File: src/rtl/pipe_irq_defs.svh
// timing and layout constants for the pipeline interrupt controller
`ifndef PIPE_IRQ_DEFS_SVH
`define PIPE_IRQ_DEFS_SVH
`define PIPE_STAGES      8
`define PIPE_DEC2_IDX    3
`define PIPE_PC_W        16
`define PIPE_INSN_W      16
`define PIPE_VEC_RST     16'h0100
`define PIPE_PC_RST      16'h0000
`endif

File: src/rtl/pipe_irq_pkg.sv
// types shared by the pipeline interrupt controller
package pipe_irq_pkg;
	typedef enum logic [2:0]
	{
		ST_RUN   = 3'b001,
		ST_SERVE = 3'b010,
		ST_RET   = 3'b100
	} irq_state_type;
endpackage

File: src/rtl/pipe_stage_reg.sv
// one pipeline stage slot: valid, pc and instruction word
`timescale 1ns/100ps
`include "pipe_irq_defs.svh"
module pipe_stage_reg
(
	// clock and reset
	input  wire logic                     sys_clk_i,
	input  wire logic                     sys_rst_i,
	// slot input
	input  wire logic                     flush_i,
	input  wire logic                     vld_i,
	input  wire logic [`PIPE_PC_W-1:0]   pc_i,
	input  wire logic [`PIPE_INSN_W-1:0] insn_i,
	// slot output
	output logic                          vld_o,
	output logic [`PIPE_PC_W-1:0]        pc_o,
	output logic [`PIPE_INSN_W-1:0]      insn_o
);
	logic                     vld_next;
	logic [`PIPE_PC_W-1:0]   pc_next;
	logic [`PIPE_INSN_W-1:0] insn_next;

	// a flushed slot drops its instruction so it never takes effect
	always_comb
	begin
		vld_next  = vld_i & ~flush_i;
		pc_next   = pc_i;
		insn_next = insn_i;
	end

	always_ff @(posedge sys_clk_i)
	begin
		if (sys_rst_i)
		begin
			vld_o  <= 1'b0;
			pc_o   <= `PIPE_PC_RST;
			insn_o <= 16'h0000;
		end
		else
		begin
			vld_o  <= vld_next;
			pc_o   <= pc_next;
			insn_o <= insn_next;
		end
	end
endmodule // pipe_stage_reg

File: src/rtl/pipe_irq_ctrl.sv
// eight-stage pipeline with deterministic interrupt flush and refetch
`timescale 1ns/100ps
`include "pipe_irq_defs.svh"
// Notes on behaviour
// - eight fixed stages, fetch first, decode two
// - instructions in decode two always complete
// - stages before decode two flushed on accept
// - return restarts fetching at the first stage
// - other requests pend until service completes, unless nest_en_i is set
module pipe_irq_ctrl
(
	// clock and reset
	input  wire logic                     sys_clk_i,
	input  wire logic                     sys_rst_i,
	// interrupt requests and control
	input  wire logic                     irq_req_i,
	input  wire logic                     irq_ret_i,
	input  wire logic                     nest_en_i,
	// fetch memory
	input  wire logic [`PIPE_INSN_W-1:0] fetch_data_i,
	output logic [`PIPE_PC_W-1:0]        fetch_addr_o,
	// status
	output logic                          irq_ack_o,
	output logic                          irq_busy_o,
	output logic                          retire_vld_o,
	output logic [`PIPE_PC_W-1:0]        retire_pc_o,
	output logic [`PIPE_INSN_W-1:0]      retire_insn_o
);
	import pipe_irq_pkg::*;

	localparam int NS = `PIPE_STAGES;
	localparam int DEC2 = `PIPE_DEC2_IDX;

	// pin inputs pass two flops before use
	logic [2:0] sync1_reg;
	logic [2:0] sync2_reg;
	logic       req_s;
	logic       ret_s;
	logic       nest_s;

	irq_state_type             state_reg, state_next;
	logic [`PIPE_PC_W-1:0]     pc_reg, pc_next;
	logic [`PIPE_PC_W-1:0]     resume_reg, resume_next;
	logic                      ack_reg, ack_next;
	logic                      ack_d_reg, ack_d_next;
	logic                      accept;
	logic                      ret_take;
	logic                      flush_early;

	logic [NS:0]               vld_w;
	logic [`PIPE_PC_W-1:0]     pc_w   [0:NS];
	logic [`PIPE_INSN_W-1:0]   insn_w [0:NS];

	always_ff @(posedge sys_clk_i)
	begin
		if (sys_rst_i)
		begin
			sync1_reg <= 3'h0;
			sync2_reg <= 3'h0;
		end
		else
		begin
			sync1_reg <= {nest_en_i, irq_ret_i, irq_req_i};
			sync2_reg <= sync1_reg;
		end
	end

	assign req_s  = sync2_reg[0];
	assign ret_s  = sync2_reg[1];
	assign nest_s = sync2_reg[2];

	// a held level request stays pending until the state allows it; the source drops
	// it on the ack, but the sync still shows it for two cycles, so those are skipped
	// or a nesting service would take the same request twice
	assign accept      = req_s & ~ack_reg & ~ack_d_reg
		& ((state_reg == ST_RUN) | ((state_reg == ST_SERVE) & nest_s));
	// handler words fetched past the return point must not run either
	assign ret_take    = (state_reg == ST_SERVE) & ~accept & ret_s;
	assign flush_early = accept | ret_take;

	// controller state and fetch pointer
	always_comb
	begin
		state_next  = state_reg;
		pc_next     = pc_reg + 16'h0001;
		resume_next = resume_reg;
		ack_next    = 1'b0;
		ack_d_next  = ack_reg;
		case (state_reg)
			ST_RUN:
			begin
				if (accept)
				begin
					// oldest flushed pc; right after a return the slot ahead of
					// decode two may be empty, so look one slot further back
					if (vld_w[DEC2-1])
						resume_next = pc_w[DEC2-1];
					else if (vld_w[DEC2-2])
						resume_next = pc_w[DEC2-2];
					else
						resume_next = pc_reg;
					pc_next     = `PIPE_VEC_RST;
					ack_next    = 1'b1;
					state_next  = ST_SERVE;
				end
			end
			ST_SERVE:
			begin
				if (accept)
				begin
					// nesting only when software allows it; return target kept simple
					pc_next  = `PIPE_VEC_RST;
					ack_next = 1'b1;
				end
				else if (ret_s)
				begin
					pc_next    = resume_reg;
					state_next = ST_RET;
				end
			end
			ST_RET:
			begin
				state_next = ST_RUN;
			end
			default:
			begin
				state_next = ST_RUN;
				pc_next    = `PIPE_PC_RST;
			end
		endcase
	end

	always_ff @(posedge sys_clk_i)
	begin
		if (sys_rst_i)
		begin
			state_reg  <= ST_RUN;
			pc_reg     <= `PIPE_PC_RST;
			resume_reg <= `PIPE_PC_RST;
			ack_reg    <= 1'b0;
			ack_d_reg  <= 1'b0;
		end
		else
		begin
			state_reg  <= state_next;
			pc_reg     <= pc_next;
			resume_reg <= resume_next;
			ack_reg    <= ack_next;
			ack_d_reg  <= ack_d_next;
		end
	end

	// stage zero input is the fetch; the accept or return flush also drops a fetch in flight
	assign vld_w[0]  = 1'b1;
	assign pc_w[0]   = pc_reg;
	assign insn_w[0] = fetch_data_i;

	genvar g;
	generate
		for (g = 0; g < NS; g++)
		begin : g_stage
			pipe_stage_reg u_stage
			(
				.sys_clk_i (sys_clk_i),
				.sys_rst_i (sys_rst_i),
				// only slots ahead of decode two are flushed
				.flush_i   ((g < DEC2) ? flush_early : 1'b0),
				.vld_i     (vld_w[g]),
				.pc_i      (pc_w[g]),
				.insn_i    (insn_w[g]),
				.vld_o     (vld_w[g+1]),
				.pc_o      (pc_w[g+1]),
				.insn_o    (insn_w[g+1])
			);
		end
	endgenerate

	// registered outputs
	always_ff @(posedge sys_clk_i)
	begin
		if (sys_rst_i)
		begin
			fetch_addr_o  <= `PIPE_PC_RST;
			irq_busy_o    <= 1'b0;
			retire_vld_o  <= 1'b0;
			retire_pc_o   <= `PIPE_PC_RST;
			retire_insn_o <= 16'h0000;
		end
		else
		begin
			fetch_addr_o  <= pc_next;
			irq_busy_o    <= (state_next != ST_RUN);
			retire_vld_o  <= vld_w[NS];
			retire_pc_o   <= pc_w[NS];
			retire_insn_o <= insn_w[NS];
		end
	end
	assign irq_ack_o = ack_reg;
endmodule // pipe_irq_ctrl

File: config.mk
export PLATFORM = sky130hd
export DESIGN_NAME = pipe_irq_ctrl
export DESIGN_NICKNAME = d
export VERILOG_FILES = /design/src/rtl/pipe_irq_pkg.sv /design/src/rtl/pipe_stage_reg.sv /design/src/rtl/pipe_irq_ctrl.sv
export VERILOG_INCLUDE_DIRS = /design/src /design/src/rtl
export SDC_FILE = /design/constraint.sdc
export NUM_CORES = 1
export LEC_CHECK = 0
export ABC_AREA = 1
export BUFFER_PORTS_ARGS = -buffer_cell sky130_fd_sc_hd__buf_2
export CORE_MARGIN = 4
export CORE_UTILIZATION = 35
export DETAILED_ROUTE_END_ITERATION = 10
export HOLD_SLACK_MARGIN = 0.15
export PLACE_DENSITY_LB_ADDON = 0.25
export SLEW_MARGIN = 5
export SYNTH_ARGS = -nofsm -noshare
export SYNTH_HDL_FRONTEND = slang
export SYNTH_HIERARCHICAL = 1
export SYNTH_SLANG_ARGS = --single-unit
File: constraint.sdc
create_clock -name sys_clk_i -period 1.8 [get_ports sys_clk_i]
set_input_delay 0.18 -clock sys_clk_i [delete_from_list [all_inputs] [get_ports sys_clk_i]]
set_output_delay 0.18 -clock sys_clk_i [all_outputs]
set_load 0.005 [all_outputs]
==> key figures, run 1 <==
Outcome
  – Status: completed

Synthesis
  – Largest area contributor in the netlist: dfxtp_1
  – Commonest cells post-synth: nor2_1 (359), dfxtp_1 (341), inv_1 (336)
  – Seq/Total Area, Yosys: 61.0%
  – Post-Syn Instances: 1320
  – Ys async rst share: 0%
  – Synth area leaders: dfxtp_1 (61%), nor2_1 (12%), inv_1 (11%)
  – Yosys warns: 6
  – Mean post-synth cell area: 8.48 sq um
  – Yosys cell types: 30
  – Seq cells post-synth: 341
  – Top cell type's share of synthesized area: 61.0%
  – Most numerous cell in the Yosys netlist: nor2_1
  – Ys flop type: dfxtp_1
  – Post-synth EDFFs: 0
  – Mapped Area: 11200 sq um

Clock network
  – CTS buffer count: 37
  – Max clock buf depth: 3
  – CTS sink count: 341
  – CTS clk-pin slew, worst paths: 0.06 ns
  – TritonCTS clock tree: done
  – Clk Tree Root Cell: clkbuf_16
  – Clk_lat worst skew: 0.51 ns
  – Post-CTS Setup Bufs: 0
  – H-tree depth: 2

Power and ir drop
  – PD cells: 1170 nW/um^2
  – Final Power: 15.3 mW
  – LEAKAGE: 5.38 nW
  – Worst vdd ir: 0.000696 V

Finish
  – Ant. Diodes: 0
  – Biggest registers after layout: g_stage.u_stage/insn_o x128, g_stage.u_stage/pc_o x128
  – Layout cell share with drive strength beyond 1: 12.1%
  – Fin area: 13000 sq um
  – Area delta synth->final: 16.4%
  – Nets: 1423

Critical path
  – Crit-path slowest cell: dfxtp_1
  – Reg2Reg Setup Slack: 0.25 ns
  – Slowest stage delay, CP: 0.34 ns
  – Worst endpoint required time: 2.23 ns
  – Worst path cell trace: nor2_1, nand2_1, nor2_1, buf_4, nand2_1, o21ai_0, nand2_1, a21oi_1
  – CP dominant cell by count: nand2_1
  – Crit start category: flop
  – Crit-path max FO: 9
  – Crit. End Element: flop
  – Critical path arrival: 1.98 ns
  – Setup CP Type: reg2reg

Drt
  – Via density: 3.88
  – Vias: 7089
  – Avg WL per Cell: 9.88 um
  – Drt drc: 0
  – Final WL: 18100 um
  – First drt pass iteration count: 4
  – Initial drt markers: 342
  – Post-DRT Antenna Nets: 0

Global routing
  – Grt total ovfl: 0
  – Largest net degree at the start of global routing: 83
  – First-pass GRT wire length: 31200 um
  – Number of global-route vias before repair: 6631
  – Tot GR Track Use: 10.4%
  – Initial antenna violation count: 0

Place
  – Hpwl dp: 11200 um
  – Routability Congestion: 0.812
  – Worst slack at placement: 0.185 ns
  – Placed cell areas: 11600 sq um
  – # port buffers: 71

Min path
  – Hold Path Class: reg2reg

Timing
  – RSZ-0062 raised after global routing: false
  – Max Fclk: 0.646 GHz
  – Period minus WS final: 1.55 ns
  – Final setup violation count: 0
  – Fin. Hold Viols: 0
  – Fin. max-slew vios: 0
  – Final Hold Slack: 0.392 ns
  – Setup TNS: 0 ns
  – Fin crit share: 85.9%
  – Max Clock Skew: 0.0107 ns
  – Worst setup margin: 0.253 ns

Die
  – Die H: 187 um
  – CORE AREA: 31600 sq um
  – Die X-Extent: 187 um
  – Top Ports: 72
  – # rows: 65
  – Die ar.: 34900 sq um
  – Initial core utilization: 35.5%

Job
  – Max Cap Viol: 0
through the flow:
| step | cells | utilization (%) |
|---|---|---|
| finish | 1829 | 41.3 |
| global route | 1829 | 41.3 |
| CTS | 1829 | 41.3 |
| detailed placement | 1742 | 36.9 |
| global placement | 1742 | 36.9 |
| floorplan | 1324 | - |
path summary, 6_finish.rpt:
| path | startpoint | endpoint | cells past startpoint |
|---|---|---|---|
| setup / recovery | state_reg[0]$_SDFF_PP1_ | fetch_addr_o[0]$_SDFF_PP0_ | 8 |
| hold / removal | g_stage[3].u_stage/pc_o[12]$_SDFF_PP0_ | g_stage[4].u_stage/pc_o[12]$_SDFF_PP0_ | 2 |
| setup reg to reg | state_reg[0]$_SDFF_PP1_ | fetch_addr_o[0]$_SDFF_PP0_ | 8 |
| hold reg to reg | g_stage[3].u_stage/pc_o[12]$_SDFF_PP0_ | g_stage[4].u_stage/pc_o[12]$_SDFF_PP0_ | 2 |
routing by layer:
layer	GRT usage, %	part of all wire (%)	vias to the layer above	routed length (um)
met5	0	0	-	0
met4	3.61	2.3	0	424
met3	3.08	5.9	36	1060
met2	16.9	43	113	7830
met1	13.3	48	3035	8750
li1	-	-	3905	-
placed cells by master (no fill, tap or decap), drive strengths merged:
cell	netlist	final
nor3	3	3
nand2	77	77
ha	1	1
nand3b	1	1
nand4	5	5
dlygate4sd3	0	22
a211oi	18	18
a22oi	1	1
clkinvlp	0	1
clkinv	0	5
dfxtp	341	341
a21oi	27	27
buf	56	82
xor2	5	5
xnor2	1	1
nand3	32	32
inv	338	340
o21ai	24	24
clkbuf	10	56
bufinv	0	1
conb	2	6
nor2	378	378
report_power, final:
part	internal [mW]	switching, mW
combinational	0.173	0.317
clock	4.23	2.86
sequential	7.66	0.0479
total	12.1	3.22
what timing repair did:
action,in CTS,in global routing
setup endpoints to repair,0,1
gates resized for setup,0,1
endpoints found under the hold margin,47,0
hold buffers,22,0
worst max-delay path: cells and delay by family, from the launching register on:
kind,cells,cell delay [ns]
AND/OR/NAND/NOR,5,0.71
flip-flops,1,0.34
buffers and inverters,1,0.24
AO/OA/AOI/OAI,2,0.19
cell families after synthesis:
kind of cell	after synthesis	share of synthesized area [%]
xor gates and xnor gates	6	0.469
buffers and inverters	404	16.4
and+or+nand+nor	496	17.9
AOI/OAI and AO/OA	70	4.10
adders and majority gates	1	0.112
other	2	0.0671
DFF	341	61.0
cell type report:
| cell class | count | area (sq um) |
|---|---|---|
| fill | 3223 | 18500 |
| sequential | 341 | 6830 |
| multi-input combinational | 579 | 2550 |
| inverter | 338 | 1270 |
| clock buffer | 56 | 1060 |
| timing repair buffer | 104 | 718 |
| tap | 402 | 503 |
| clock inverter | 9 | 106 |
(Power assumes the default switching activity.)
==> run 2: changes to the inputs <==
--- a/config.mk
+++ b/config.mk
@@ -9,7 +9,7 @@
 export ABC_AREA = 1
 export BUFFER_PORTS_ARGS = -buffer_cell sky130_fd_sc_hd__buf_2
 export CORE_MARGIN = 4
-export CORE_UTILIZATION = 35
+export CORE_UTILIZATION = 59
 export DETAILED_ROUTE_END_ITERATION = 10
 export HOLD_SLACK_MARGIN = 0.15
 export PLACE_DENSITY_LB_ADDON = 0.25
==> run 2 against run 1 <==
Effect of this change: final area shrank 1.4%; routed wire length shrank 5.0%; register-to-register slack lost 0.02 ns; combinational power shrank 2%; non-clock buffer count grew 1; die area shrank 39%; final cell count shrank 9.3%; worst hold slack gained 0.0034 ns; clock-buffer cell count shrank 11; power grew 1.8%; setup slack lost 0.016 ns; largest cell class unchanged; largest power group unchanged; highest routed layer unchanged.
==> key figures, run 2 (synthesis gave the netlist of run 1 again) <==
Outcome
  – Status: completed (unchanged)

Clock network
  – Post-CTS Setup Bufs: 0 (unchanged)
  – CTS sink count: 341 (unchanged)
  – TritonCTS clock tree: done (unchanged)
  – Clk Tree Root Cell: clkbuf_16 (unchanged)
  – H-tree depth: 2 (unchanged)
  – Max clock buf depth: 3 (unchanged)
  – Clk_lat worst skew: 0.50 ns (was 0.51 ns)
  – CTS clk-pin slew, worst paths: 0.06 ns (about the same)
  – CTS buffer count: 34 (was 37)

Die
  – Die X-Extent: 146 um (was 187 um)
  – Die ar.: 21200 sq um (was 34900 sq um)
  – Initial core utilization: 59.8% (was 35.5%)
  – Die H: 146 um (was 187 um)
  – Top Ports: 72 (unchanged)
  – # rows: 50 (was 65)
  – CORE AREA: 18700 sq um (was 31600 sq um)

Drt
  – Post-DRT Antenna Nets: 0 (unchanged)
  – Final WL: 17200 um (was 18100 um)
  – Via density: 4.27 (was 3.88)
  – First drt pass iteration count: 6 (was 4)
  – Initial drt markers: 364 (was 342)
  – Avg WL per Cell: 10.4 um (was 9.88 um)
  – Drt drc: 0 (unchanged)
  – Vias: 7076 (was 7089)

Finish
  – Most common cell after layout, fill and taps aside: nor2_1 (unchanged)
  – Fin area: 12800 sq um (was 13000 sq um)
  – Non-Filler Instances: 1659 (was 1829)
  – Biggest registers after layout: g_stage.u_stage/insn_o x128, g_stage.u_stage/pc_o x128 (unchanged)
  – Most frequent cells in the layout: nor2_1 (359), dfxtp_1 (341), inv_1 (336) (unchanged)
  – Nets: 1421 (was 1423)
  – Ant. Diodes: 0 (unchanged)
  – Layout cell share with drive strength beyond 1: 12.7% (was 12.1%)
  – Final core occ: 68.7% (was 41.3%)
  – Area delta synth->final: 14.8% (was 16.4%)

Power and ir drop
  – Final Power: 15.6 mW (was 15.3 mW)
  – Internal power: 12.4 mW (was 12.1 mW)
  – Sequential share of power: 49.5% (was 50.4%)
  – PD cells: 1210 nW/um^2 (was 1170 nW/um^2)
  – Logic pwr share: 3.1% (was 3.2%)
  – LEAKAGE: 5.41 nW (was 5.38 nW)
  – Sw Pwr: 3.17 mW (was 3.22 mW)
  – Worst vdd ir: 0.000974 V (was 0.000696 V)
  – Clock share of power: 47.4% (was 46.4%)
  – Switching part of the total: 20.4% (was 21.1%)

Min path
  – Hold Path Class: reg2reg (unchanged)
  – Hold EP: g_stage[5].u_stage/pc_o[10]$_SDFF_PP0_ (was g_stage[4].u_stage/pc_o[12]$_SDFF_PP0_)
  – Hold Path Stages: 2 (unchanged)
  – Hold Startpoint: g_stage[4].u_stage/pc_o[10]$_SDFF_PP0_ (was g_stage[3].u_stage/pc_o[12]$_SDFF_PP0_)

Critical path
  – Reg2reg start: fetch_addr_o[0]$_SDFF_PP0_ (was state_reg[0]$_SDFF_PP1_)
  – Crit. End Element: flop (unchanged)
  – Cells on worst reg2reg path: 9 (was 8)
  – Crit-path max FO: 7 (was 9)
  – Worst endpoint required time: 2.24 ns (was 2.23 ns)
  – Crit-path slowest cell: dfxtp_1 (unchanged)
  – Crit start category: flop (unchanged)
  – Reg2Reg Setup Slack: 0.24 ns (was 0.25 ns)
  – Worst path cell trace: ha_1, nand2_1, nor2_2, nand3_1, nand2_1, nand3_1, nand2_1, inv_1, nor2_1 (was nor2_1, nand2_1, nor2_1, buf_4, nand2_1, o21ai_0, nand2_1, a21oi_1)
  – Setup CP Type: reg2reg (unchanged)
  – Worst reg2reg endpoint: fetch_addr_o[12]$_SDFF_PP0_ (was fetch_addr_o[0]$_SDFF_PP0_)
  – Slowest stage delay, CP: 0.42 ns (was 0.34 ns)
  – Critical path arrival: 2.01 ns (was 1.98 ns)
  – CP dominant cell by count: nand2_1 (unchanged)

Timing
  – Final Hold Slack: 0.395 ns (was 0.392 ns)
  – Setup TNS: 0 ns (unchanged)
  – Period minus WS final: 1.56 ns (was 1.55 ns)
  – RSZ-0062 raised after global routing: false (unchanged)
  – Fin crit share: 86.8% (was 85.9%)
  – Worst setup margin: 0.237 ns (was 0.253 ns)
  – Fin. Hold Viols: 0 (unchanged)
  – Max Clock Skew: 0.00676 ns (was 0.0107 ns)
  – Fin. max-slew vios: 0 (unchanged)
  – Max Fclk: 0.640 GHz (was 0.646 GHz)
  – Final setup violation count: 0 (unchanged)

Global routing
  – Initial antenna violation count: 0 (unchanged)
  – Number of global-route vias before repair: 6448 (was 6631)
  – Tot GR Track Use: 16.4% (was 10.4%)
  – Largest net degree at the start of global routing: 70 (was 83)
  – First-pass GRT wire length: 29500 um (was 31200 um)
  – Grt total ovfl: 0 (unchanged)

Place
  – Worst slack at placement: 0.167 ns (was 0.185 ns)
  – Hpwl dp: 10400 um (was 11200 um)
  – Routability Congestion: 0.865 (was 0.812)
  – Placed instance count: 1576 (was 1742)
  – # port buffers: 71 (unchanged)
  – Placed cell areas: 11400 sq um (was 11600 sq um)

Job
  – Max Cap Viol: 0 (unchanged)
-- run 2: cell count changes in the layout (fill, tap and decap cells not counted), sizes merged --
cell         previous run  this run
buf                    82        84
bufinv                  1         5
dlygate4sd3            22        21
clkbuf                 56        45
clkinv                  5         7
inv                   340       342
-- run 2: worst max-delay path by stage --
stage	endpoint	cells after the start	slack [ns]	from
4_1_cts	g_stage[2].u_stage/vld_o$_SDFF_PP0_	7	0.16	irq_ack_o$_SDFF_PP0_
2_1_floorplan	fetch_addr_o[12]$_SDFF_PP0_	9	0.48	fetch_addr_o[1]$_SDFF_PP0_
3_5_place_dp	g_stage[2].u_stage/vld_o$_SDFF_PP0_	7	0.17	irq_ack_o$_SDFF_PP0_
3_3_place_gp	g_stage[2].u_stage/vld_o$_SDFF_PP0_	7	0.24	irq_ack_o$_SDFF_PP0_
5_1_grt	fetch_addr_o[12]$_SDFF_PP0_	9	0.08	fetch_addr_o[1]$_SDFF_PP0_
6_report	fetch_addr_o[12]$_SDFF_PP0_	9	0.24	fetch_addr_o[0]$_SDFF_PP0_
-- run 2: area by class of cell --
class | instances | area [sq um]
fillers | 1420 | 5860
well taps | 234 | 293
flip-flops and latches | 341 | 6830
clock buffers | 45 | 972
clock inverters | 17 | 241
inverters | 338 | 1270
multi-input cells | 579 | 2550
repair buffers | 105 | 698
-- run 2: routing by layer --
layer	global-route usage (%)	part of all wire, %
met2	27.2	46
met5	0	0
met3	3.58	5.6
met1	21.4	46
met4	5.27	1.9
-- run 2: power groups by stage --
stage               logic [mW]  clock network (mW)  registers [mW]
finish                   0.479                7.38            7.71
global route             0.541                7.87            7.71
CTS                      0.481                7.56            7.71
detailed placement       0.441                   0            7.87
global placement         0.436                   0            7.87
floorplan                0.389                   0            7.86
-- run 2: critical path: cells and delay by family, from the launching register on --
family	cells	cell delay, ns
AND/OR/NAND/NOR	7	0.82
flip-flops	1	0.42
adder cells (fa/ha/maj)	1	0.23
buffers and inverters	1	0.04
-- run 2: timing repair --
item | CTS | global route
hold buffers | 21 | 0
endpoints found under the setup margin | 0 | 2
gates resized for setup | 0 | 1
endpoints found under the hold margin | 50 | 0
==> run 3: changes to the inputs <==
--- a/config.mk
+++ b/config.mk
@@ -8,8 +8,10 @@
 export LEC_CHECK = 0
 export ABC_AREA = 1
 export BUFFER_PORTS_ARGS = -buffer_cell sky130_fd_sc_hd__buf_2
+export CELL_PAD_IN_SITES_DETAIL_PLACEMENT = 1
+export CELL_PAD_IN_SITES_GLOBAL_PLACEMENT = 1
 export CORE_MARGIN = 4
-export CORE_UTILIZATION = 59
+export CORE_UTILIZATION = 45
 export DETAILED_ROUTE_END_ITERATION = 10
 export HOLD_SLACK_MARGIN = 0.15
 export PLACE_DENSITY_LB_ADDON = 0.25
==> run 3 against run 2 <==
Effect of this change: critical path depth unchanged; via count rose by 2.8%; setup slack worse by 0.026 ns; sequential power about the same; fmax down 1.7%; sequential cell count stayed put; final area up 0.23%; core utilization down 16 points; first-iteration DRC count shrank 19%; sequential share of layout area is 0.12 points lower; highest routed layer unchanged.
==> key figures, run 3 (synthesis gave the netlist of run 1 again) <==
Outcome
  – Status: completed (unchanged)

Critical path
  – Slowest stage delay, CP: 0.43 ns (was 0.42 ns)
  – Worst reg2reg endpoint: fetch_addr_o[12]$_SDFF_PP0_ (unchanged)
  – Reg2Reg Setup Slack: 0.21 ns (was 0.24 ns)
  – Reg2reg start: fetch_addr_o[1]$_SDFF_PP0_ (was fetch_addr_o[0]$_SDFF_PP0_)
  – Cells on worst reg2reg path: 9 (unchanged)
  – Worst endpoint required time: 2.24 ns (about the same)
  – Crit-path max FO: 7 (unchanged)
  – Crit. End Element: flop (unchanged)
  – Setup CP Type: reg2reg (unchanged)
  – CP dominant cell by count: nand2_1 (unchanged)
  – Crit-path slowest cell: dfxtp_1 (unchanged)
  – Critical path arrival: 2.03 ns (was 2.01 ns)
  – Worst path cell trace: ha_1, nand2_1, nor2_2, nand3_1, nand2_1, nand3_1, nand2_1, inv_1, nor2_1 (unchanged)
  – Crit path max-delay family: simple AND/OR/NAND/NOR gates (unchanged)
  – CP bufs+invs: 1 (unchanged)
  – Crit start category: flop (unchanged)

Timing
  – Period minus WS final: 1.59 ns (was 1.56 ns)
  – RSZ-0062 raised after global routing: false (unchanged)
  – Max Fclk: 0.629 GHz (was 0.640 GHz)
  – Max Clock Skew: 0.0163 ns (was 0.00676 ns)
  – Worst setup margin: 0.211 ns (was 0.237 ns)
  – Fin. max-slew vios: 0 (unchanged)
  – Fin. Hold Viols: 0 (unchanged)
  – Final Hold Slack: 0.386 ns (was 0.395 ns)
  – Final setup violation count: 0 (unchanged)
  – Fin crit share: 88.3% (was 86.8%)
  – Setup TNS: 0 ns (unchanged)

Global routing
  – Number of global-route vias before repair: 7499 (was 6448)
  – First-pass GRT wire length: 35500 um (was 29500 um)
  – Initial antenna violation count: 0 (unchanged)
  – Grt total ovfl: 0 (unchanged)
  – Largest net degree at the start of global routing: 95 (was 70)
  – Tot GR Track Use: 15.1% (was 16.4%)

Clock network
  – H-tree depth: 2 (unchanged)
  – Clk Tree Root Cell: clkbuf_16 (unchanged)
  – TritonCTS clock tree: done (unchanged)
  – Clk_lat worst skew: 0.51 ns (was 0.50 ns)
  – CTS clk-pin slew, worst paths: 0.06 ns (about the same)
  – CTS buffer count: 35 (was 34)
  – Post-CTS Setup Bufs: 0 (unchanged)
  – CTS sink count: 341 (unchanged)
  – Max clock buf depth: 3 (unchanged)

Min path
  – Hold EP: g_stage[3].u_stage/pc_o[9]$_SDFF_PP0_ (was g_stage[5].u_stage/pc_o[10]$_SDFF_PP0_)
  – Hold Path Class: reg2reg (unchanged)
  – Hold Path Stages: 2 (unchanged)
  – Hold Startpoint: g_stage[2].u_stage/pc_o[9]$_SDFF_PP0_ (was g_stage[4].u_stage/pc_o[10]$_SDFF_PP0_)

Job
  – Max Cap Viol: 0 (unchanged)

Drt
  – Vias: 7277 (was 7076)
  – Avg WL per Cell: 11.7 um (was 10.4 um)
  – Final WL: 20400 um (was 17200 um)
  – Drt drc: 0 (unchanged)
  – First drt pass iteration count: 4 (was 6)
  – Post-DRT Antenna Nets: 0 (unchanged)
  – Initial drt markers: 295 (was 364)
  – Via density: 4.17 (was 4.27)

Finish
  – Biggest registers after layout: g_stage.u_stage/insn_o x128, g_stage.u_stage/pc_o x128 (unchanged)
  – Most common cell after layout, fill and taps aside: nor2_1 (unchanged)
  – Non-Filler Instances: 1743 (was 1659)
  – Final core occ: 52.8% (was 68.7%)
  – Fin area: 12900 sq um (was 12800 sq um)
  – Nets: 1417 (was 1421)
  – Most frequent cells in the layout: nor2_1 (359), dfxtp_1 (341), inv_1 (336) (unchanged)
  – Layout fillers: 2937 (was 1420)
  – Layout cell share with drive strength beyond 1: 11.9% (was 12.7%)
  – Register area: 6830 sq um (unchanged)
  – Ant. Diodes: 0 (unchanged)
  – Area delta synth->final: 15.1% (was 14.8%)
  – Area of the multi-input gates: 2550 sq um (unchanged)

Power and ir drop
  – LEAKAGE: 5.36 nW (was 5.41 nW)
  – Final Power: 15.3 mW (was 15.6 mW)
  – PD cells: 1190 nW/um^2 (was 1210 nW/um^2)
  – Worst vdd ir: 0.000805 V (was 0.000974 V)

Place
  – Routability Congestion: 0.802 (was 0.865)
  – Worst slack at placement: 0.161 ns (was 0.167 ns)
  – # port buffers: 71 (unchanged)
  – Hpwl dp: 12500 um (was 10400 um)
  – Placed cell areas: 11500 sq um (was 11400 sq um)
  – Placed instance count: 1661 (was 1576)

Die
  – Die X-Extent: 166 um (was 146 um)
  – Die H: 166 um (was 146 um)
  – # rows: 57 (was 50)
  – Top Ports: 72 (unchanged)
  – Die ar.: 27500 sq um (was 21200 sq um)
  – Initial core utilization: 45.9% (was 59.8%)
  – CORE AREA: 24400 sq um (was 18700 sq um)
==> run 3: cell count changes in the layout (fill, tap and decap cells not counted), sizes merged <==
| cell | change |
|---|---|
| buf | -5 |
| bufinv | -2 |
| clkbuf | +5 |
| clkinv | -2 |
| inv | -2 |
==> run 3: repair_timing <==
| action | CTS | global route |
|---|---|---|
| endpoints found under the setup margin | 0 | 2 |
| resized for setup | 0 | 1 |
| hold buffers | 21 | 0 |
| hold endpoints to repair | 74 | 0 |
==> run 3: worst max path at each step <==
stage,startpoint,to,slack [ns],cells past startpoint
after floorplan,fetch_addr_o[1]$_SDFF_PP0_,fetch_addr_o[12]$_SDFF_PP0_,0.48,9
after global placement,irq_ack_o$_SDFF_PP0_,g_stage[1].u_stage/vld_o$_SDFF_PP0_,0.27,7
after detailed placement,irq_ack_o$_SDFF_PP0_,g_stage[1].u_stage/vld_o$_SDFF_PP0_,0.16,7
after CTS,irq_ack_o$_SDFF_PP0_,g_stage[1].u_stage/vld_o$_SDFF_PP0_,0.12,7
after global routing,fetch_addr_o[0]$_SDFF_PP0_,fetch_addr_o[12]$_SDFF_PP0_,0.05,9
final,fetch_addr_o[1]$_SDFF_PP0_,fetch_addr_o[12]$_SDFF_PP0_,0.21,9
==> run 3: routing by layer <==
layer | vias to the layer above | global-route usage [%] | share of wire, %
met2 | 109 | 25.9 | 48
li1 | 3881 | - | -
met1 | 3257 | 19.2 | 46
met4 | 0 | 4.27 | 2.0
met5 | - | 0 | 0
met3 | 30 | 3.24 | 3.9
==> run 3: final cells by class <==
cell class | instances | share of cell area (%)
Timing Repair Buffer | 100 | 5.32
Multi-Input combinational cell | 579 | 19.8
Clock inverter | 11 | 1.18
Tap cell | 324 | 3.15
Sequential cell | 341 | 53.0
Clock buffer | 50 | 7.70
Inverter | 338 | 9.85
==> run 3: power by group <==
group	switching (mW)	internal, mW
combinational	0.324	0.167
sequential	0.0524	7.66
clock	2.80	4.29
==> run 3: worst register-to-register path, delay by kind of cell (launching register included) <==
kind | cells | cell delay [ns]
fa+ha+maj | 1 | 0.23
flops | 1 | 0.43
buf+inv | 1 | 0.04
simple gates | 7 | 0.85
